--- src/core/lfo_consts.vh ---
`ifndef LFO_CONSTS_VH
`define LFO_CONSTS_VH

// ----------------------------------------------------------------
// register addresses in the special-function register space
// ----------------------------------------------------------------
`define LFO_ADDR_LF_CTRL 8'h86
`define LFO_ADDR_EXT_CTRL 8'hB1

// ----------------------------------------------------------------
// low-frequency control field positions
// ----------------------------------------------------------------
`define LFO_LF_EN_BIT 7
`define LFO_LF_RDY_BIT 6
`define LFO_LF_TUNE_HI 5
`define LFO_LF_TUNE_LO 2
`define LFO_LF_DIV_HI 1
`define LFO_LF_DIV_LO 0

// ----------------------------------------------------------------
// divider select codes
// ----------------------------------------------------------------
`define LFO_DIV_8 2'h0
`define LFO_DIV_4 2'h1
`define LFO_DIV_2 2'h2
`define LFO_DIV_1 2'h3

// ----------------------------------------------------------------
// external control field positions
// ----------------------------------------------------------------
`define LFO_EXT_VLD_BIT 7
`define LFO_EXT_MODE_HI 6
`define LFO_EXT_MODE_LO 4
`define LFO_EXT_FREQ_HI 2
`define LFO_EXT_FREQ_LO 0

// ----------------------------------------------------------------
// external mode codes (000 and 001 both mean off)
// ----------------------------------------------------------------
`define LFO_XM_OFF0 3'h0
`define LFO_XM_OFF1 3'h1
`define LFO_XM_CMOS 3'h2
`define LFO_XM_CMOS_D2 3'h3
`define LFO_XM_RC_D2 3'h4
`define LFO_XM_CAP_D2 3'h5
`define LFO_XM_XTAL 3'h6
`define LFO_XM_XTAL_D2 3'h7

// ----------------------------------------------------------------
// reset values and timing counts
// ----------------------------------------------------------------
`define LFO_LF_EN_RST 1'h0
`define LFO_LF_DIV_RST 2'h0
`define LFO_LF_TUNE_RST 4'h8
`define LFO_EXT_MODE_RST 3'h0
`define LFO_EXT_FREQ_RST 3'h0
`define LFO_STAB_EDGES 16

`endif

--- src/core/lfo_ctrl.v ---
// What this block does
// - oscillator runs only while enable bit set
// - ready bit six reads one once stable
// - ready clears only on reset, divider change
// - four-bit trim, zero fastest, ones slowest
// - two-bit divider: 8, 4, 2, 1
// - crystal, capacitor, RC drive or CMOS input
// - external setup only via its control register
// - crystal mode claims both oscillator pins
// - other active modes claim only second pin, off modes claim none
// - external clock offered to system, peripherals
// - three-bit mode field encodes seven settings
// - valid flag when stable, zero in CMOS
`timescale 1ns/10ps
`include "lfo_consts.vh"

module lfo_ctrl #(
  parameter STAB_EDGES = `LFO_STAB_EDGES,
  parameter [3:0] LF_TUNE_RST = `LFO_LF_TUNE_RST
) (
  input wire mclk,
  input wire rstn,
  input wire [7:0] sfr_addr,
  input wire sfr_wr,
  input wire sfr_rd,
  input wire [7:0] sfr_wdata,
  output reg [7:0] sfr_rdata,
  input wire lf_osc_raw,
  input wire ext_osc_raw,
  input wire ext_osc_stable,
  output reg lowfreq_osc_enable,
  output reg [3:0] lowfreq_fine_tune,
  output reg lowfreq_osc_ready,
  output reg lf_clk_out,
  output reg ext_drive_en,
  output reg [2:0] ext_osc_mode_select,
  output reg [2:0] ext_freq_ctrl,
  output reg ext_osc_valid_flag,
  output reg ext_osc_pin_a,
  output reg ext_osc_pin_b,
  output reg ext_clk_out
);

  // ----------------------------------------------------------------
  // declarations
  // ----------------------------------------------------------------
  reg [1:0] lowfreq_divider_select; // divide select field
  reg [15:0] stab_cnt_q; // lf edges since restart
  reg [2:0] div_cnt_q; // lf divider counter
  reg lf_raw_q; // previous lf level
  reg ext_raw_q; // previous external level
  reg ext_half_q; // external clock halved
  wire lf_wr; // write to lf control
  wire ext_wr; // write to external control
  wire lf_rise; // lf rising edge
  wire div_change; // divider field changes
  wire lf_restart; // enable turns on or divider changes
  wire stab_done; // counter reached target
  wire [1:0] new_div; // written divider value
  wire [2:0] new_mode; // mode as seen by logic
  reg ext_on; // any mode other than off, cmos included
  reg ext_cmos; // cmos input modes
  reg ext_xtal; // crystal or resonator modes
  reg ext_div2; // modes with halving stage
  reg lf_div_sel; // divided lf level
  reg [7:0] rd_mux; // read data mux

  // ----------------------------------------------------------------
  // write decode
  // ----------------------------------------------------------------
  assign lf_wr = sfr_wr && (sfr_addr == `LFO_ADDR_LF_CTRL);
  assign ext_wr = sfr_wr && (sfr_addr == `LFO_ADDR_EXT_CTRL);
  assign new_div = sfr_wdata[`LFO_LF_DIV_HI:`LFO_LF_DIV_LO];
  assign div_change = lf_wr && (new_div != lowfreq_divider_select);
  // restart on enable or divider change
  assign lf_restart = div_change ||
    (lf_wr && sfr_wdata[`LFO_LF_EN_BIT] && !lowfreq_osc_enable);
  assign lf_rise = lf_osc_raw && !lf_raw_q;
  assign stab_done = (stab_cnt_q >= STAB_EDGES[15:0]);
  assign new_mode = ext_osc_mode_select;

  // ----------------------------------------------------------------
  // low-frequency control register
  // ----------------------------------------------------------------
  // enable, trim and divider fields, all writable
  always @(posedge mclk or negedge rstn) begin
    if (!rstn) begin
      lowfreq_osc_enable <= `LFO_LF_EN_RST;
      lowfreq_fine_tune <= LF_TUNE_RST;
      lowfreq_divider_select <= `LFO_LF_DIV_RST;
    end else if (lf_wr) begin
      lowfreq_osc_enable <= sfr_wdata[`LFO_LF_EN_BIT];
      // trim goes straight to the oscillator
      lowfreq_fine_tune <=
        sfr_wdata[`LFO_LF_TUNE_HI:`LFO_LF_TUNE_LO];
      lowfreq_divider_select <= new_div;
    end
  end

  // ----------------------------------------------------------------
  // stabilisation counter and ready flag
  // ----------------------------------------------------------------
  // counts lf rising edges while enabled, saturates at target
  always @(posedge mclk or negedge rstn) begin
    if (!rstn) begin
      stab_cnt_q <= 16'h0000;
      lf_raw_q <= 1'b0;
    end else begin
      lf_raw_q <= lf_osc_raw;
      // edge count from the lf oscillator
      if (lf_restart) begin
        stab_cnt_q <= 16'h0000;
      end else if (lowfreq_osc_enable && lf_rise && !stab_done) begin
        stab_cnt_q <= stab_cnt_q + 16'h0001;
      end
    end
  end

  // sticky ready; a divider change blocks the set, so the clear wins
  always @(posedge mclk or negedge rstn) begin
    if (!rstn) begin
      lowfreq_osc_ready <= 1'b0;
    end else if (stab_done && lowfreq_osc_enable && !lf_restart) begin
      lowfreq_osc_ready <= 1'b1;
    end else if (div_change) begin
      lowfreq_osc_ready <= 1'b0;
    end
  end

  // ----------------------------------------------------------------
  // low-frequency output divider
  // ----------------------------------------------------------------
  // pick divided level from the counter bits
  always @* begin
    case (lowfreq_divider_select)
      `LFO_DIV_8: lf_div_sel = div_cnt_q[2];
      `LFO_DIV_4: lf_div_sel = div_cnt_q[1];
      `LFO_DIV_2: lf_div_sel = div_cnt_q[0];
      `LFO_DIV_1: lf_div_sel = lf_raw_q;
      default: lf_div_sel = lf_raw_q;
    endcase
  end

  // divider counter and registered output, idle when disabled
  always @(posedge mclk or negedge rstn) begin
    if (!rstn) begin
      div_cnt_q <= 3'h0;
      lf_clk_out <= 1'b0;
    end else begin
      if (!lowfreq_osc_enable) begin
        div_cnt_q <= 3'h0;
        lf_clk_out <= 1'b0;
      end else begin
        if (lf_rise) begin
          div_cnt_q <= div_cnt_q + 3'h1;
        end
        lf_clk_out <= lf_div_sel;
      end
    end
  end

  // ----------------------------------------------------------------
  // external oscillator control register
  // ----------------------------------------------------------------
  // mode and frequency fields; valid bit is read-only
  always @(posedge mclk or negedge rstn) begin
    if (!rstn) begin
      ext_osc_mode_select <= `LFO_EXT_MODE_RST;
      ext_freq_ctrl <= `LFO_EXT_FREQ_RST;
    end else if (ext_wr) begin
      // only this register configures the drive
      ext_osc_mode_select <=
        sfr_wdata[`LFO_EXT_MODE_HI:`LFO_EXT_MODE_LO];
      ext_freq_ctrl <= sfr_wdata[`LFO_EXT_FREQ_HI:`LFO_EXT_FREQ_LO];
    end
  end

  // ----------------------------------------------------------------
  // external mode decode
  // ----------------------------------------------------------------
  // seven settings of the mode field
  always @* begin
    ext_on = 1'b1;
    ext_cmos = 1'b0;
    ext_xtal = 1'b0;
    ext_div2 = 1'b0;
    // crystal, rc, capacitor and cmos sources
    case (new_mode)
      `LFO_XM_OFF0: ext_on = 1'b0;
      `LFO_XM_OFF1: ext_on = 1'b0;
      `LFO_XM_CMOS: ext_cmos = 1'b1;
      `LFO_XM_CMOS_D2: begin
        ext_cmos = 1'b1;
        ext_div2 = 1'b1;
      end
      `LFO_XM_RC_D2: ext_div2 = 1'b1;
      `LFO_XM_CAP_D2: ext_div2 = 1'b1;
      `LFO_XM_XTAL: ext_xtal = 1'b1;
      `LFO_XM_XTAL_D2: begin
        ext_xtal = 1'b1;
        ext_div2 = 1'b1;
      end
      default: ext_on = 1'b0;
    endcase
  end

  // ----------------------------------------------------------------
  // external drive outputs, pins, valid flag, clock
  // ----------------------------------------------------------------
  // registered pin claims and status
  always @(posedge mclk or negedge rstn) begin
    if (!rstn) begin
      ext_drive_en <= 1'b0;
      ext_osc_pin_a <= 1'b0;
      ext_osc_pin_b <= 1'b0;
      ext_osc_valid_flag <= 1'b0;
    end else begin
      ext_drive_en <= ext_on && !ext_cmos;
      ext_osc_pin_a <= ext_on && ext_xtal;
      // every active mode takes the second pin
      ext_osc_pin_b <= ext_on;
      // zero when off or in cmos modes
      ext_osc_valid_flag <= ext_on && !ext_cmos && ext_osc_stable;
    end
  end

  // external clock, halved in the divide-by-2 modes
  always @(posedge mclk or negedge rstn) begin
    if (!rstn) begin
      ext_raw_q <= 1'b0;
      ext_half_q <= 1'b0;
      ext_clk_out <= 1'b0;
    end else begin
      ext_raw_q <= ext_osc_raw;
      if (!ext_on) begin
        ext_half_q <= 1'b0;
      end else if (ext_osc_raw && !ext_raw_q) begin
        ext_half_q <= !ext_half_q;
      end
      // clock offered to system and peripherals
      ext_clk_out <= ext_on && (ext_div2 ? ext_half_q : ext_raw_q);
    end
  end

  // ----------------------------------------------------------------
  // register read path
  // ----------------------------------------------------------------
  // read mux; unmapped addresses and unused bits read zero
  always @* begin
    rd_mux = 8'h00;
    case (sfr_addr)
      `LFO_ADDR_LF_CTRL: begin
        rd_mux[`LFO_LF_EN_BIT] = lowfreq_osc_enable;
        rd_mux[`LFO_LF_RDY_BIT] = lowfreq_osc_ready;
        rd_mux[`LFO_LF_TUNE_HI:`LFO_LF_TUNE_LO] = lowfreq_fine_tune;
        rd_mux[`LFO_LF_DIV_HI:`LFO_LF_DIV_LO] = lowfreq_divider_select;
      end
      `LFO_ADDR_EXT_CTRL: begin
        rd_mux[`LFO_EXT_VLD_BIT] = ext_osc_valid_flag;
        rd_mux[`LFO_EXT_MODE_HI:`LFO_EXT_MODE_LO] = ext_osc_mode_select;
        rd_mux[`LFO_EXT_FREQ_HI:`LFO_EXT_FREQ_LO] = ext_freq_ctrl;
      end
      default: rd_mux = 8'h00;
    endcase
  end

  // read data registered one cycle after the strobe
  always @(posedge mclk or negedge rstn) begin
    if (!rstn) begin
      sfr_rdata <= 8'h00;
    end else if (sfr_rd) begin
      sfr_rdata <= rd_mux;
    end
  end

endmodule

--- config.mk ---
export PLATFORM = sky130hd
export DESIGN_NAME = lfo_ctrl
export DESIGN_NICKNAME = d
export VERILOG_FILES = /design/src/core/lfo_ctrl.v
export VERILOG_INCLUDE_DIRS = /design/src /design/src/core
export SDC_FILE = /design/constraint.sdc
export NUM_CORES = 1
export LEC_CHECK = 0
export BUFFER_PORTS_ARGS = -buffer_cell sky130_fd_sc_hd__buf_4
export CAP_MARGIN = 20
export CORE_ASPECT_RATIO = 1.1
export CORE_UTILIZATION = 57
export DETAILED_ROUTE_END_ITERATION = 6
export GPL_TIMING_DRIVEN = 1
export PLACE_DENSITY = 0.95
export SLEW_MARGIN = 10
export SYNTH_ARGS = -nofsm -noshare
export SYNTH_HDL_FRONTEND = slang
export SYNTH_SLANG_ARGS = --single-unit
export TNS_END_PERCENT = 100
--- constraint.sdc ---
create_clock -name mclk -period 3.45 [get_ports mclk]
set_input_delay 0.69 -clock mclk [delete_from_list [all_inputs] [get_ports mclk]]
set_output_delay 0.69 -clock mclk [all_outputs]
set_load 0.01 [all_outputs]
======== Word level (Yosys, flattened, before mapping) ========
Index checks and enable logic that the tools add are counted.
operators by class
  add/sub/neg operators ................... 2
  $lt $le $gt $ge ......................... 1
  equal/unequal tests ..................... 14
  multiplexer cells ....................... 18
  reductions and logical operators ........ 32
operator list
  kind                                                    number
  two-way mux 16 bit                                      2
  adder 16 x 1 -> 16 bit (second input constant)          1
  == test 8 bit (second input constant)                   2
  >= comparator 16 x 5 -> 1 bit (second input constant)   1
  logical AND 1 bit                                       15
  == test 3 bit (second input constant)                   4
  two-way mux 1 bit                                       11
  case mux 4 bit (2 select lines)                         1
  zero test 1 bit                                         7
  == test 3 x 2 -> 1 bit (second input constant)          2
  two-way mux 3 bit                                       2
  case mux 3 bit (2 select lines)                         1
  nonzero test 2 bit                                      3
  OR reduction 2 bit                                      3
  == test 2 bit (second input constant)                   2
  case mux 1 bit (4 select lines)                         1
  OR reduction 4 bit                                      1
  adder 3 x 1 -> 3 bit (second input constant)            1
  == test 3 x 1 -> 1 bit (second input constant)          1
  zero test 3 bit                                         1
  == test 2 x 1 -> 1 bit (second input constant)          1
  zero test 2 bit                                         1
  inequality test 2 x 1 -> 1 bit (second input constant)  1
  inequality test 2 bit                                   1
  logical OR 1 bit                                        1
storage, ports and cells
  register bits after elaboration ......... 50
  input port bits ......................... 23
  output and inout bits ................... 26

======== Logic depth before layout (Yosys ltp) ========
  depth after elaboration ................. 8
  gate-level depth with buffers ........... 6
  depth with buffers taken out ............ 5

======== Worst setup path before layout ========
Ideal clock, no wire load.
  path type ............................... input-to-reg
  from .................................... in sfr_addr[3]
  to ...................................... reg stab_cnt_q[10]
  arrival ................................. 1.748 ns
  data required time ...................... 3.331 ns
  slack ................................... 1.583 ns
  stages on the path ...................... 6
  buffers on the path ..................... 2
  cell sequence ........................... nor4bb_1 -> and4_1 -> buf_4 -> o21ai_1 -> clkbuf_1 -> and2_1
on the way
  longest elaborated chain between the ends .. 6
  elaborated cells between the ends (all ways) .. 8
  classes of those cells .................. 1 x eq/ne; 1 x mux; 6 x reduce/logical
RTL lines
  element                                                   line            source
  from (decl)                                               lfo_ctrl.v:23   input wire [7:0] sfr_addr,
  == test 8 bit *                                           n/a
  logical AND 1 bit *                                       lfo_ctrl.v:71   assign lf_wr = sfr_wr && (sfr_addr == `LFO_ADDR_LF_CTRL);
  logical AND 1 bit (2 in a row)                            lfo_ctrl.v:77   (lf_wr && sfr_wdata[`LFO_LF_EN_BIT] && !lowfreq_osc_enable);
  logical OR 1 bit *                                        lfo_ctrl.v:76   assign lf_restart = div_change ||
  two-way mux 16 bit or nonzero test 2 bit (tied branches)  n/a
  to (signal assigned)                                      lfo_ctrl.v:114  stab_cnt_q <= stab_cnt_q + 16'h0001;
  to (decl)                                                 lfo_ctrl.v:48   reg [15:0] stab_cnt_q;
Mark *: on every way between the ends. The rest lies on a longest branch, timed or not.
A chain may end at the register's enable or synchronous reset.

======== Worst setup path in the final report ========
  from .................................... in sfr_addr[3]
  to ...................................... reg stab_cnt_q[9]
Same word-level chain as after synthesis.

==> impl_metrics.py <==
metrics = {
    "drt": {
        "vias": 1422,
        "wirelength_um": 4141,
        "drtPass1Iterations": 4,
        "vias_per_cell": 5.448,
        "drt_iter0_markers": 53,
        "drc": 0,
        "wire_per_inst_um": 15.87,
        "final_antenna_net_count": 0,
    },
    "yosys": {
        "netlist_area_sq_mm": 0.002121,
        "syn_nets": 186,
        "yosysUniqueCellTypes": 36,
        "synth_most_common_cell": "dfrtp_1",
        "synth-edff-count": 0,
        "synth_flop_cell": "dfrtp_1",
        "yosys_warnings": 0,
        "synth-seq-cells": 50,
        "yosys.area.top_type": "dfrtp_1",
        "synthArstFlopShare_pct": 100.0,
        "synth_area_leaders": "dfrtp_1 (58%), mux2_2 (5.3%), and2_1 (5.0%)",
        "synth.avg_cell_area_sq_um": 13.25,
        "syn_inst": 160,
        "yosysSeqAreaShare_pct": 59.06,
        "yosys-top-cells-count": "dfrtp_1 (49), and2_1 (17), mux2_2 (10), nor2b_1 (10), nand2_1 (8)",
        "synth.top_cell.area_share_pct": 57.82,
    },
    "clock_network": {
        "insertion_delay_ps": 360,
        "clock-sinks": 50,
        "path_clk_slew_ps": 140,
        "cts_tree": "done",
        "postCtsResizedCells": 0,
        "clockBufferDepth": 2,
        "numCtsBuffers": 5,
        "root_buffer": "clkbuf_4",
        "cts.hold.buffers_added": 0,
        "post_cts_buffers": 0,
        "htree_num_levels": 2,
    },
    "finish": {
        "fill_cells": 224,
        "diodes": 0,
        "area_delta_synth_final_pct": 21.95,
        "drive_above_1_share_pct": 34.27,
        "final_nets": 238,
        "final_cell_count_no_fill": 261,
    },
    "floorplan": {
        "fp.dieH_um": 65.98,
        "coreArea_sq_mm": 0.003441,
        "num_rows": 22,
        "fp.dieW_um": 60.16,
        "num_io_pins": 49,
        "dieArea_sq_mm": 0.003969,
        "start_util_pct": 61.64,
    },
    "power": {
        "vdd_drop_max_v": 0.0002457,
        "power_density_mw_per_mm2": 379.9,
        "p_leak_nw": 1.319,
    },
    "hold_path": {
        "holdCritPathClass": "in -> async",
    },
    "sta": {
        "tightest_slew_ps": 784.9,
        "finalHoldViolCount": 0,
        "finalSetupTns_ps": 0,
        "relSlewSlack_pct": 47.24,
        "rsz0062_at_grt": "no",
        "finalMaxSlewViolations": 0,
        "skew_ps": 13.37,
        "hold-worst-slack_ps": 311.7,
        "fmax_mhz": 503.2,
        "layout_min_cycle_time_ps": 1987,
        "fin_crit_sh_pct": 57.61,
        "setup_viol": 0,
    },
    "global_route": {
        "grt_start_max_net_pins": 51,
        "grt_pass1_vias": 1495,
        "antenna_found_initial": 0,
        "track_usage_pct": 24.15,
        "grt_pass1_wl_um": 6886,
        "overflow": 0,
    },
    "critical_path": {
        "cp_slowest_stage_delay_ps": 510,
        "path_class": "in -> reg",
        "crit_arrival_ps": 2250,
        "crit_fanout": 12,
        "required_ps": 3710,
        "crit_slowest_cell": "and4_1",
        "cp_cell_sequence": "buf_4, nor4bb_1, and4_1, o21ai_1, and2_1",
        "cp-start-kind": "primary input",
        "cp-end-kind": "register",
    },
    "status": {
        "outcome": "complete, no violations",
    },
    "place": {
        "dp_cells": 253,
        "place_congestion": 0.7442,
        "port_buffers": 48,
        "hpwl_um": 3096,
    },
    "job": {
        "max_cap_violations": 0,
    },
}
through the flow:
stage	util, %	instance area (sq um)	power (mW)	setup slack, ps
3_3_place_gp	73.42	2526	0.7176	1169
4_1_cts	75.16	2586	0.9911	1455
5_1_grt	75.16	2586	1.023	1272
3_5_place_dp	73.42	2526	0.7236	1058
2_1_floorplan	-	2121	0.6626	1583
6_report	75.16	2586	0.9825	1463
final cells by class:
type                       count  area, sq um  area share, %
clock buffer                   7        55.05          2.129
clock inverter                 1        5.005         0.1935
inverter                       4        15.01         0.5806
multi-input combinational    103        838.3          32.41
sequential                    50         1252          48.43
tap                           48        60.06          2.322
timing repair buffer          48        360.3          13.93
layout by cell type, fill, tap and decap left out, types with 2 or more instances in the layout:
cell type	Yosys	layout
dfrtp_1	49	49
buf_4	1	48
and2_1	17	17
mux2_2	10	10
nor2b_1	10	10
nand2_1	8	8
a221o_1	7	7
xnor2_1	5	5
clkbuf_4	0	5
inv_1	4	4
nand3_1	4	4
nor2_1	4	4
mux2_1	4	4
a21oi_1	4	4
nor3_1	3	3
nor4_4	3	3
ha_1	3	3
nand2b_1	2	2
o21a_1	2	2
mux2i_1	2	2
registers in the layout (all words and copies together) (netlist names):
register and cells:
ext_osc_mode_select 3, ext_half_q 1, ext_osc_valid_flag 1, ext_drive_en 1, stab_cnt_q 16, ext_freq_ctrl 3
ext_osc_pin_a 1, sfr_rdata 8, div_cnt_q 3, lowfreq_fine_tune 4, ext_clk_out 1, lowfreq_osc_ready 1
lowfreq_divider_select 2, lf_clk_out 1, lf_raw_q 1, lowfreq_osc_enable 1, ext_raw_q 1, ext_osc_pin_b 1
worst max-delay path: cells and delay by family:
| family | cells | cell delay, ps |
|---|---|---|
| AOI/OAI and AO/OA | 1 | 330 |
| buffers and inverters | 1 | 110 |
| and+or+nand+nor | 3 | 1120 |
path summary, 6_finish.rpt:
| kind | slack, ps | end | startpoint | cells past startpoint |
|---|---|---|---|---|
| worst max-delay path | 1460 | stab_cnt_q[9] | sfr_addr[3] | 5 |
| worst min-delay path | 310 | stab_cnt_q[3] | rstn | 1 |
| worst max register to register | 1680 | stab_cnt_q[3] | stab_cnt_q[8] | 4 |
| worst min register to register | 530 | sfr_rdata[7] | ext_osc_valid_flag | 1 |
| max in group asynchronous | 2730 | div_cnt_q[1] | rstn | 1 |
| min in group mclk | 450 | ext_raw_q | ext_osc_raw | 1 |
routing by layer:
metal / vias up / global-route usage, % / wire length, um
met2: 49 / 41.35 / 2141
li1: 666 / - / -
met5: - / 0 / 0
met3: 6 / 5.479 / 226
met4: 0 / 9.012 / 46
met1: 701 / 29.12 / 1726
where the power goes:
part / switching (mW) / internal [mW] / leakage [nW]
Combinational: 0.0445 / 0.0461 / 0.607
Sequential: 0.0172 / 0.604 / 0.677
Clock: 0.172 / 0.0991 / 0.0353
cells by family (layout without fill, tap and decap cells):
group | count (synthesis) | after routing | synth area share [%]
adders and majority gates | 3 | 3 | 1.770
muxes | 17 | 17 | 9.439
DFF | 50 | 50 | 59.06
xor gates and xnor gates | 6 | 6 | 2.478
buffers and inverters | 7 | 60 | 1.416
and+or+nand+nor | 60 | 60 | 19.65
AOI/OAI and AO/OA | 17 | 17 | 6.194
No activity file was read; power rests on OpenSTA's default activity.
